<file path="src/csw_pkg.sv">
`default_nettype none
package csw_pkg;
  // Register indexes for the first socket
  localparam logic [7:0] IDX_FLAGS = 8'h04;
  localparam logic [7:0] IDX_CONFIG = 8'h05;
  localparam logic [7:0] IDX_WIN_EN = 8'h06;
  // Second socket copy sits this far above the first
  localparam logic [7:0] SOCKET_B_STRIDE = 8'h40;
  // Socket base alias for the same registers
  localparam logic [11:0] ALIAS_BASE = 12'h800;

  // Reset values
  localparam logic [7:0] FLAGS_RESET = 8'h00;
  localparam logic [7:0] CONFIG_RESET = 8'h00;
  localparam logic [7:0] WIN_EN_RESET = 8'h00;
  localparam logic [7:0] RDATA_RESET = 8'h00;

  // Writable and readable bits
  localparam logic [7:0] FLAGS_IMPL_MASK = 8'h0f;
  localparam logic [7:0] WIN_EN_IMPL_MASK = 8'hdf;

  // Flag and mask bit positions
  localparam int FLAG_CD_BIT = 3;
  localparam int FLAG_READY_BIT = 2;
  localparam int FLAG_WARN_BIT = 1;
  localparam int FLAG_DEAD_BIT = 0;

  // Routing field of the configuration register
  localparam int ROUTE_LSB = 4;
  localparam int ROUTE_W = 4;
  localparam logic [3:0] ROUTE_NONE = 4'h0;
  localparam logic [3:0] ROUTE_SMI = 4'h2;

  // Window enable field positions
  localparam int WIN_MEM_LSB = 0;
  localparam int WIN_MEM_N = 5;
  localparam int WIN_IO_LSB = 6;
  localparam int WIN_IO_N = 2;

  // Watched card inputs, order within the edge detector
  localparam int SRC_CD_A = 0;
  localparam int SRC_CD_B = 1;
  localparam int SRC_READY = 2;
  localparam int SRC_DEAD = 3;
  localparam int SRC_WARN = 4;
  localparam int SRC_CARD_STATUS_CHANGE_IN = 5;
  localparam int SRC_N = 6;
endpackage
`default_nettype wire

</file>
<file path="src/csw_status_change.sv">
// How it works
// - Masked source reads as zero flag
// - Unmasked event sets flag, raises interrupt
// - Clear mode one: write one clears flag
// - Clear mode zero: a flag register read clears all flags
// - Flag bits 7-4 read zero, ignore writes
// - Bit 3 sets on either card-detect change
// - Bit 2: memory card READY rise; I/O zero
// - Bit 1: memory card battery warning; I/O zero
// - Bit 0: battery dead or card status change
// - Ring indicate mode: bit 0 shows pin
// - Config bits 7-4 pick interrupt route
// - Pinless route codes need serial scheme
// - Config bit 3 masks card-detect changes
// - Config bit 2 masks READY rise
// - Config bit 1 masks battery warning
// - Config bit 0 masks dead/status change
// - Disabled window never claims a cycle
// - Window enable bit map: I/O 7,6; memory 4-0
// - Window enable bit 5 reads zero
// - All three registers reset to zero
// - Registers at index, second socket, alias
// - Card type selects memory or I/O meaning
// - PCI routing with PCI interrupt enable sends interrupt to PCI line
// - General control bit 7 enables ring indicate
`default_nettype none
module csw_status_change import csw_pkg::*; (
  // Clock, reset, enable
  input wire logic core_clk,
  input wire logic rstn,
  input wire logic ce,
  // Register port
  input wire logic [11:0] regAddr,
  input wire logic regRead,
  input wire logic regWrite,
  input wire logic [7:0] regWdata,
  output logic [7:0] regRdata,
  // Socket and control bits
  input wire logic socketSel,
  input wire logic flagClearWriteOne,
  input wire logic cardIsIo,
  input wire logic ringIndicateEn,
  input wire logic pciCscRouteEn,
  input wire logic pciIntEnable,
  input wire logic serialIrqMode,
  // Card pins
  input wire logic card_detect_a_n,
  input wire logic card_detect_b_n,
  input wire logic cardReady,
  input wire logic batteryDetect1,
  input wire logic batteryDetect2,
  input wire logic card_status_change_in,
  input wire logic ring_indicate_n,
  // Window hits from the address decoders
  input wire logic [WIN_MEM_N-1:0] memWinHit,
  input wire logic [WIN_IO_N-1:0] ioWinHit,
  output logic cycleClaim,
  output logic [WIN_MEM_N-1:0] memWinEnable,
  output logic [WIN_IO_N-1:0] ioWinEnable,
  // Interrupt outputs
  output logic [15:0] hostIrqLine,
  output logic system_mgmt_interrupt,
  output logic pciCscInt
);
  // Register decode for one index on this socket
  function automatic logic regHit(input logic [11:0] addr, input logic [7:0] idx, input logic sockB);
    logic [7:0] sockIdx;
    sockIdx = idx + (sockB ? SOCKET_B_STRIDE : 8'h00);
    regHit = (addr == {4'h0, sockIdx}) || (addr == (ALIAS_BASE | {4'h0, idx}));
  endfunction

  logic [7:0] flags_q, flags_d;
  logic [7:0] config_q, config_d;
  logic [7:0] winEn_q, winEn_d;
  logic [7:0] rdata_q, rdata_d;
  logic [15:0] irqLine_q, irqLine_d;
  logic smi_q, smi_d;
  logic pciInt_q, pciInt_d;

  logic hitFlags, hitConfig, hitWinEn;
  logic batDead, batWarn, ringActive;
  logic [SRC_N-1:0] srcLevel, srcRise, srcFall;
  logic [7:0] events, setBits, clrBits, mask, flagsView;
  logic anyIrq, toPci;
  logic [15:0] routedLines;
  logic routedSmi;

  // Battery state from the two detect pins
  assign batDead = ~batteryDetect1;
  assign batWarn = batteryDetect1 & ~batteryDetect2;
  assign ringActive = ringIndicateEn & ~ring_indicate_n;

  assign srcLevel[SRC_CD_A] = card_detect_a_n;
  assign srcLevel[SRC_CD_B] = card_detect_b_n;
  assign srcLevel[SRC_READY] = cardReady;
  assign srcLevel[SRC_DEAD] = batDead;
  assign srcLevel[SRC_WARN] = batWarn;
  assign srcLevel[SRC_CARD_STATUS_CHANGE_IN] = card_status_change_in;

  csw_edge_detect #(
    .N(SRC_N)
  ) u_edges (
    .core_clk(core_clk),
    .rstn(rstn),
    .ce(ce),
    .level(srcLevel),
    .rise(srcRise),
    .fall(srcFall)
  );

  assign hitFlags = regHit(regAddr, IDX_FLAGS, socketSel);
  assign hitConfig = regHit(regAddr, IDX_CONFIG, socketSel);
  assign hitWinEn = regHit(regAddr, IDX_WIN_EN, socketSel);

  // Source masks from the low configuration bits
  always_comb begin
    mask = 8'h00;
    mask[FLAG_CD_BIT] = config_q[FLAG_CD_BIT];
    mask[FLAG_READY_BIT] = config_q[FLAG_READY_BIT] & ~cardIsIo;
    mask[FLAG_WARN_BIT] = config_q[FLAG_WARN_BIT] & ~cardIsIo;
    mask[FLAG_DEAD_BIT] = config_q[FLAG_DEAD_BIT];
  end

  // Card events per flag bit
  always_comb begin
    events = 8'h00;
    events[FLAG_CD_BIT] = srcRise[SRC_CD_A] | srcFall[SRC_CD_A]
      | srcRise[SRC_CD_B] | srcFall[SRC_CD_B];
    events[FLAG_READY_BIT] = srcRise[SRC_READY];
    events[FLAG_WARN_BIT] = srcRise[SRC_WARN];
    events[FLAG_DEAD_BIT] = cardIsIo ? srcRise[SRC_CARD_STATUS_CHANGE_IN] : srcRise[SRC_DEAD];
  end

  // Flags as software sees them
  always_comb begin
    flagsView = flags_q & mask & FLAGS_IMPL_MASK;
    if (ringIndicateEn) begin
      flagsView[FLAG_DEAD_BIT] = ringActive & mask[FLAG_DEAD_BIT];
    end
  end

  // Flag register: a set in the clearing cycle wins
  always_comb begin
    setBits = events & mask;
    clrBits = 8'h00;
    if (hitFlags && regWrite && flagClearWriteOne) begin
      clrBits = regWdata;
    end else if (hitFlags && regRead && !flagClearWriteOne) begin
      clrBits = 8'hff;
    end
    flags_d = ((flags_q & ~clrBits) | setBits) & mask & FLAGS_IMPL_MASK;
  end

  // Writable registers
  always_comb begin
    config_d = config_q;
    winEn_d = winEn_q;
    if (regWrite && hitConfig) begin
      config_d = regWdata;
    end
    if (regWrite && hitWinEn) begin
      winEn_d = regWdata & WIN_EN_IMPL_MASK;
    end
  end

  // Read data, captured before a read-clear takes effect
  always_comb begin
    rdata_d = rdata_q;
    if (regRead) begin
      if (hitFlags) begin
        rdata_d = flagsView;
      end else if (hitConfig) begin
        rdata_d = config_q;
      end else if (hitWinEn) begin
        rdata_d = winEn_q & WIN_EN_IMPL_MASK;
      end else begin
        rdata_d = 8'h00;
      end
    end
  end

  // Interrupt request and its route
  always_comb begin
    anyIrq = |flagsView;
    toPci = pciCscRouteEn & pciIntEnable;
    pciInt_d = anyIrq & toPci;
  end

  csw_irq_route u_route (
    .routeCode(config_q[ROUTE_LSB +: ROUTE_W]),
    .serialIrqMode(serialIrqMode),
    .request(anyIrq & ~toPci),
    .hostIrqLine(routedLines),
    .systemMgmtInterrupt(routedSmi)
  );

  always_comb begin
    irqLine_d = routedLines;
    smi_d = routedSmi;
  end

  // Flag group
  always_ff @(posedge core_clk or negedge rstn) begin
    if (!rstn) begin
      flags_q <= FLAGS_RESET;
    end else if (ce) begin
      flags_q <= flags_d;
    end
  end

  // Writable register group
  always_ff @(posedge core_clk or negedge rstn) begin
    if (!rstn) begin
      config_q <= CONFIG_RESET;
      winEn_q <= WIN_EN_RESET;
    end else if (ce) begin
      config_q <= config_d;
      winEn_q <= winEn_d;
    end
  end

  // Read data group
  always_ff @(posedge core_clk or negedge rstn) begin
    if (!rstn) begin
      rdata_q <= RDATA_RESET;
    end else if (ce) begin
      rdata_q <= rdata_d;
    end
  end

  // Interrupt output group
  always_ff @(posedge core_clk or negedge rstn) begin
    if (!rstn) begin
      irqLine_q <= 16'h0000;
      smi_q <= 1'b0;
      pciInt_q <= 1'b0;
    end else if (ce) begin
      irqLine_q <= irqLine_d;
      smi_q <= smi_d;
      pciInt_q <= pciInt_d;
    end
  end

  assign regRdata = rdata_q;
  assign hostIrqLine = irqLine_q;
  assign system_mgmt_interrupt = smi_q;
  assign pciCscInt = pciInt_q;

  // Window enables and cycle claim
  assign memWinEnable = winEn_q[WIN_MEM_LSB +: WIN_MEM_N];
  assign ioWinEnable = winEn_q[WIN_IO_LSB +: WIN_IO_N];
  assign cycleClaim = |(memWinHit & memWinEnable) | |(ioWinHit & ioWinEnable);
endmodule
`default_nettype wire

</file>
<file path="src/csw_edge_detect.sv">
`default_nettype none
module csw_edge_detect import csw_pkg::*; #(
  parameter int N = 6
) (
  // Clock and reset
  input wire logic core_clk,
  input wire logic rstn,
  input wire logic ce,
  // Levels in, edges out
  input wire logic [N-1:0] level,
  output logic [N-1:0] rise,
  output logic [N-1:0] fall
);
  logic [N-1:0] prev_q, prev_d;
  logic armed_q, armed_d;

  always_comb begin
    prev_d = level;
    armed_d = 1'b1;
  end

  always_ff @(posedge core_clk or negedge rstn) begin
    if (!rstn) begin
      prev_q <= '0;
      armed_q <= 1'b0;
    end else if (ce) begin
      prev_q <= prev_d;
      armed_q <= armed_d;
    end
  end

  // No edges until the first sample after reset is held
  for (genvar i = 0; i < N; i++) begin : g_edge
    assign rise[i] = armed_q & ce & level[i] & ~prev_q[i];
    assign fall[i] = armed_q & ce & ~level[i] & prev_q[i];
  end
endmodule
`default_nettype wire

</file>
<file path="src/csw_irq_route.sv">
`default_nettype none
module csw_irq_route import csw_pkg::*; (
  // Route selection
  input wire logic [ROUTE_W-1:0] routeCode,
  input wire logic serialIrqMode,
  input wire logic request,
  // Routed request
  output logic [15:0] hostIrqLine,
  output logic systemMgmtInterrupt
);
  // Codes with no dedicated pin
  function automatic logic needsSerial(input logic [ROUTE_W-1:0] code);
    case (code)
      4'h1, 4'h2, 4'h6, 4'h8, 4'hd: needsSerial = 1'b1;
      default: needsSerial = 1'b0;
    endcase
  endfunction

  logic allowed;

  always_comb begin
    hostIrqLine = 16'h0000;
    systemMgmtInterrupt = 1'b0;
    allowed = request & (serialIrqMode | ~needsSerial(routeCode));
    if (allowed) begin
      if (routeCode == ROUTE_SMI) begin
        systemMgmtInterrupt = 1'b1;
      end else if (routeCode != ROUTE_NONE) begin
        hostIrqLine[routeCode] = 1'b1;
      end
    end
  end
endmodule
`default_nettype wire

</file>
<file path="config.mk">
export PLATFORM = sky130hd
export DESIGN_NAME = csw_status_change
export DESIGN_NICKNAME = d
export VERILOG_FILES = /design/src/csw_pkg.sv /design/src/csw_status_change.sv /design/src/csw_edge_detect.sv /design/src/csw_irq_route.sv
export SDC_FILE = /design/constraint.sdc
export NUM_CORES = 1
export LEC_CHECK = 0
export BUFFER_PORTS_ARGS = -buffer_cell sky130_fd_sc_hd__buf_2
export CAP_MARGIN = 20
export CORE_ASPECT_RATIO = 1.75
export CORE_MARGIN = 10
export CORE_UTILIZATION = 30
export DETAILED_ROUTE_END_ITERATION = 8
export SYNTH_ARGS = -nofsm -noshare
export SYNTH_HDL_FRONTEND = slang
export SYNTH_HIERARCHICAL = 1
export SYNTH_SLANG_ARGS = --single-unit
</file>
<file path="constraint.sdc">
create_clock -name core_clk -period 4.2 [get_ports core_clk]
set_input_delay 0.84 -clock core_clk [delete_from_list [all_inputs] [get_ports core_clk]]
set_output_delay 0.84 -clock core_clk [all_outputs]
set_load 0.05 [all_outputs]
</file>
==> out/results.ini, run 1 <==
[clocking]
clkTransAtPathRegs_ns = 0.07
post_cts_buffers = 0
root_buffer = clkbuf_16
cts_tree = yes
clockBufferDepth = 2
h-tree-depth = 2
clock_latency_ns = 0.29
numCtsBuffers = 5
cts_hold_buf = 0
cts_resized = 0
clkSinkCount = 52

[pwr]
finalPower_w = 0.00103
p_sw_w = 0.000251
swShare_pct = 24.5
ir_drop_mv = 0.177
powerDensity_nw_per_um2 = 313
power_frac_seq_pct = 50.4
clkPwrFrac_pct = 40.1
comb_power_share_pct = 9.5
p_leak_nw = 1.57
intPower_w = 0.000775

[place]
gp_congestion = 0.829
place.port_buffers = 79
preCtsSetupSlack_ns = 1.46
dp_hpwl_um = 5760

[die]
ios = 80
dieArea_sq_um = 13200
coreArea_sq_um = 8670
die_y_um = 145
rows = 45
die_x_um = 91.3
start_util_pct = 30.8

[hold_path]
holdCritPathClass = reg -> reg
worstHoldEndpoint = regRdata[4]$_DFFE_PN0P_
whs_path_depth = 2
hold_start = regRdata[4]$_DFFE_PN0P_

[timing]
hold_violations = 0
finalSetupViolations = 0
hold_slack_ns = 0.480
fin_crit_sh_pct = 58.0
rsz0062_at_grt = false
finalWorstSetupSlack_ns = 1.76
max_freq_mhz = 410
slew_headroom_pct = 47.1
post-route-min-period_ns = 2.44
drv_slew = 0
tns_ns = 0
tightest_slew_ns = 0.794
finalClockSkew_ns = 0.00516

[final_layout]
layout_commonest_cell = buf_2
drive_above_1_share_pct = 43.2
ff_latch_area_sq_um = 1300
layout_common_cells = buf_2, dfrtp_1, mux2_2
nets = 360
fill_cells = 906
antennaDiodeCount = 0
multi_input_area_sq_um = 1230
syn2layout_area_growth_pct = 22.9

[detailed_routing]
vias = 2078
antenna_violating_nets_post_route = 0
drc = 0
wl_per_cell_um = 16.5
drt_wl_total_um = 7130
first_pass_iters = 4
drtIter0Drc = 87
vias_per_cell = 4.81

[global_routing]
grtUsageTotal_pct = 11.0
antenna_found_initial = 0
overflow = 0
grt_pass1_wl_um = 11500
grt_max_degree = 46
grt_pass1_vias = 2250

[worst_setup_path]
r2r-end = hostIrqLine[8]$_DFFE_PN0P_
worstReg2RegStart = config_q[1]$_DFFE_PN0P_
critical_path_class = in -> out
cp_max_fo = 1
cp.required_ns = 3.36
start_kind = primary input
endpoint_kind = output port
arrival_ns = 1.60
r2r_cells = 7
r2r_slack_ns = 2.25

[outcome]
status = completed

[logic_synthesis]
ys_warn_count = 6
synth_area_sq_um = 2670
avgSynthCellArea_sq_um = 11.2
synthCells = 239

[job]
drv_cap = 0

[critical path, stage by stage]
cell and delay (ns):
buf_2 0.10, a222oi_1 0.32, nand3_1 0.11, buf_2 0.23
[sequential cells by signal, summed over array words and instances, names as in the netlist]
| name | cells |
|---|---|
| config_q | 8 |
| flags_q | 4 |
| hostIrqLine | 16 |
| pciCscInt | 1 |
| regRdata | 8 |
| system_mgmt_interrupt | 1 |
| u_edges/armed_q | 1 |
| u_edges/prev_q | 6 |
| winEn_q | 7 |
[stage by stage]
stage,util (%),area (sq um),instances
after floorplan,-,2670,240
after global placement,36.0,3120,423
after detailed placement,36.1,3130,424
after CTS,37.8,3280,432
after global routing,37.8,3280,432
final,37.8,3280,432
[worst max-delay path by stage]
stage,from,to,slack (ns),depth (start not counted)
floorplan,memWinHit[3],cycleClaim,1.78,2
global placement,ce,regRdata[3]$_DFFE_PN0P_,1.51,4
detailed placement,ce,regRdata[3]$_DFFE_PN0P_,1.46,4
CTS,memWinHit[1],cycleClaim,1.72,4
global route,ce,regRdata[3]$_DFFE_PN0P_,1.61,4
finish,memWinHit[3],cycleClaim,1.76,4
[power by group through the flow]
| stage | clock network, W | registers [W] | logic (W) |
|---|---|---|---|
| floorplan | 0 | 0.000533 | 0.0000480 |
| global route | 0.000441 | 0.000518 | 0.000109 |
| detailed placement | 0 | 0.000526 | 0.0000994 |
| CTS | 0.000423 | 0.000517 | 0.0000998 |
| finish | 0.000411 | 0.000517 | 0.0000978 |
| global placement | 0 | 0.000526 | 0.0000969 |
[routing by layer]
layer / up-vias / GRT usage, % / wire [um]
li1: 1017 / - / -
met1: 981 / 11.5 / 2840
met2: 72 / 19.3 / 3650
met3: 8 / 3.71 / 515
met4: 0 / 4.97 / 132
met5: - / 0 / 0
[area by class of cell]
| class | count | share of cell area, % |
|---|---|---|
| flip-flops and latches | 52 | 39.7 |
| multi-input cells | 164 | 37.7 |
| repair buffers | 81 | 12.5 |
| well taps | 117 | 4.47 |
| clock buffers | 5 | 3.82 |
| inverters | 10 | 1.15 |
| clock inverters | 3 | 0.687 |
Power figures use the tool's default switching activity.
==> run 2: changes to the inputs <==
==> constraint.sdc (replaced) <==
create_clock -name core_clk -period 2.39 [get_ports core_clk]
set_input_delay 0.478 -clock core_clk [delete_from_list [all_inputs] [get_ports core_clk]]
set_output_delay 0.478 -clock core_clk [all_outputs]
set_load 0.05 [all_outputs]
==> run 2 against run 1 <==
Worst setup slack worse by 1.2 ns. Critical path depth is 1 lower. Cell count is 1.2% higher. Die area stayed put. Hold slack worse by 0.18 ns. Via count is 2.4% higher. Critical path type is now reg -> out.
==> out/results.ini, run 2 (synthesis gave the netlist of run 1 again) <==
[global_routing]
grt_pass1_wl_um = 12100  ; +5.4%
overflow = 0  ; unchanged
antenna_found_initial = 0  ; unchanged
grtUsageTotal_pct = 11.4  ; +0.45 points
grt_max_degree = 53  ; +15%
grt_pass1_vias = 2323  ; +3.2%

[hold_path]
holdCritPathClass = in -> async

[outcome]
status = completed

[detailed_routing]
drt-met1-wl_um = 2940  ; +3.6%
drc = 0  ; unchanged
drtIter0Drc = 66  ; -24%
vias_per_cell = 4.87  ; +1.2%
antenna_violating_nets_post_route = 0  ; unchanged
first_pass_iters = 4  ; unchanged
wl_met2_um = 3790  ; +3.8%
vias = 2127  ; +2.4%
highest_layer = met4
wl_per_cell_um = 16.9  ; +2.3%
drt_wl_total_um = 7380  ; +3.5%
wl_met3_um = 474  ; -8.0%

[job]
drv_cap = 0  ; unchanged

[clocking]
clockBufferDepth = 2  ; unchanged
h-tree-depth = 2  ; unchanged
cts_tree = yes
cts_hold_buf = 0  ; unchanged
clock_latency_ns = 0.29  ; about the same
cts_resized = 0  ; unchanged
clkTransAtPathRegs_ns = 0.07  ; about the same
clkSinkCount = 52  ; unchanged
numCtsBuffers = 5  ; unchanged
post_cts_buffers = 0  ; unchanged
root_buffer = clkbuf_16

[place]
dpl-instance-area_sq_um = 3160  ; +0.96%
gp_congestion = 0.814  ; -1.8%
place.port_buffers = 79  ; unchanged
dp_hpwl_um = 5820  ; +0.88%

[timing]
fin_crit_sh_pct = 77.6
rsz0062_at_grt = false
post-route-min-period_ns = 1.85
hold_violations = 0  ; unchanged
drv_slew = 0  ; unchanged
max_freq_mhz = 539
slew_headroom_pct = 54.6  ; +7.5 points
tns_ns = 0  ; unchanged
tightest_slew_ns = 0.681  ; -0.113 ns
finalSetupViolations = 0  ; unchanged
finalClockSkew_ns = 0.00782  ; +0.00266 ns

[pwr]
p_leak_nw = 1.60  ; +1.6%
ir_drop_mv = 0.289  ; +63%
powerDensity_nw_per_um2 = 546  ; +75%

[final_layout]
drive_above_1_share_pct = 44.1  ; +0.89 points
final_util_pct = 38.2  ; +0.43 points
fin_area_sq_um = 3320  ; +1.1%
fill_cells = 894  ; -1.3%
layout_commonest_cell = buf_2
syn2layout_area_growth_pct = 24.4
layout_common_cells = buf_2, dfrtp_1, mux2_2
antennaDiodeCount = 0  ; unchanged
largest_register_ffs = 16  ; unchanged
nets = 365  ; +1.4%

[worst_setup_path]
critical_path_class = reg -> out
cp_slowest_stage_delay_ns = 0.41  ; +0.09 ns
cp.required_ns = 1.91  ; -1.45 ns
r2r_slack_ns = 0.56  ; -1.69 ns
slowest_stage = dfrtp_1
path_cells = a222oi_1 > nand3_1 > buf_2
start_kind = flip-flop
cp_top_family = flip-flops
cp_max_fo = 3  ; +2
arrival_ns = 1.38  ; -0.22 ns
critPathBufInv = 1  ; -1
endpoint_kind = output port

[die]
dieArea_sq_um = 13200  ; unchanged
die_y_um = 145  ; unchanged
coreArea_sq_um = 8670  ; unchanged
die_x_um = 91.3  ; unchanged
start_util_pct = 30.8  ; unchanged
rows = 45  ; unchanged
ios = 80  ; unchanged

==> run 2: worst paths after layout <==
kind	start	to	cells past startpoint
min in group core_clk	regWdata[5]	config_q[5]$_DFFE_PN0P_	2
hold reg to reg	regRdata[3]$_DFFE_PN0P_	regRdata[3]$_DFFE_PN0P_	2
max in group asynchronous	rstn	hostIrqLine[5]$_DFFE_PN0P_	2
setup / recovery	winEn_q[3]$_DFFE_PN0P_	cycleClaim	3
setup reg to reg	config_q[2]$_DFFE_PN0P_	hostIrqLine[12]$_DFFE_PN0P_	8
hold / removal	rstn	flags_q[2]$_DFFE_PN0P_	2
==> run 2: final cells by class <==
cell class / count / area (sq um) / share of cell area [%]
clock buffers: 5 / 125 / 3.77
clock inverters: 3 / 22.5 / 0.679
inverters: 10 / 37.5 / 1.13
multi-input cells: 164 / 1230 / 37.2
flip-flops and latches: 52 / 1300 / 39.2
well taps: 117 / 146 / 4.42
repair buffers: 86 / 448 / 13.5
==> run 2: power breakdown <==
group          internal [W]  switching, W  total [W]
registers          0.000897    0.00000975   0.000907
clock network      0.000393      0.000336   0.000729
logic             0.0000737      0.000102   0.000176
==> run 2: metal layers <==
| layer | track usage (%) | vias up |
|---|---|---|
| met5 | 0 | - |
| met3 | 3.09 | 11 |
| met4 | 6.30 | 0 |
| met1 | 12.4 | 1023 |
| li1 | - | 1027 |
| met2 | 19.6 | 66 |
==> run 2: through the flow <==
stage	setup WS, ns	instances	hold WS, ns	total power, W
after floorplan	0.550	240	0.182	0.00102
after global placement	0.159	428	0.456	0.00110
after detailed placement	0.121	428	0.468	0.00110
after CTS	0.432	436	0.337	0.00184
after global routing	0.411	437	0.368	0.00189
final	0.536	437	0.301	0.00181
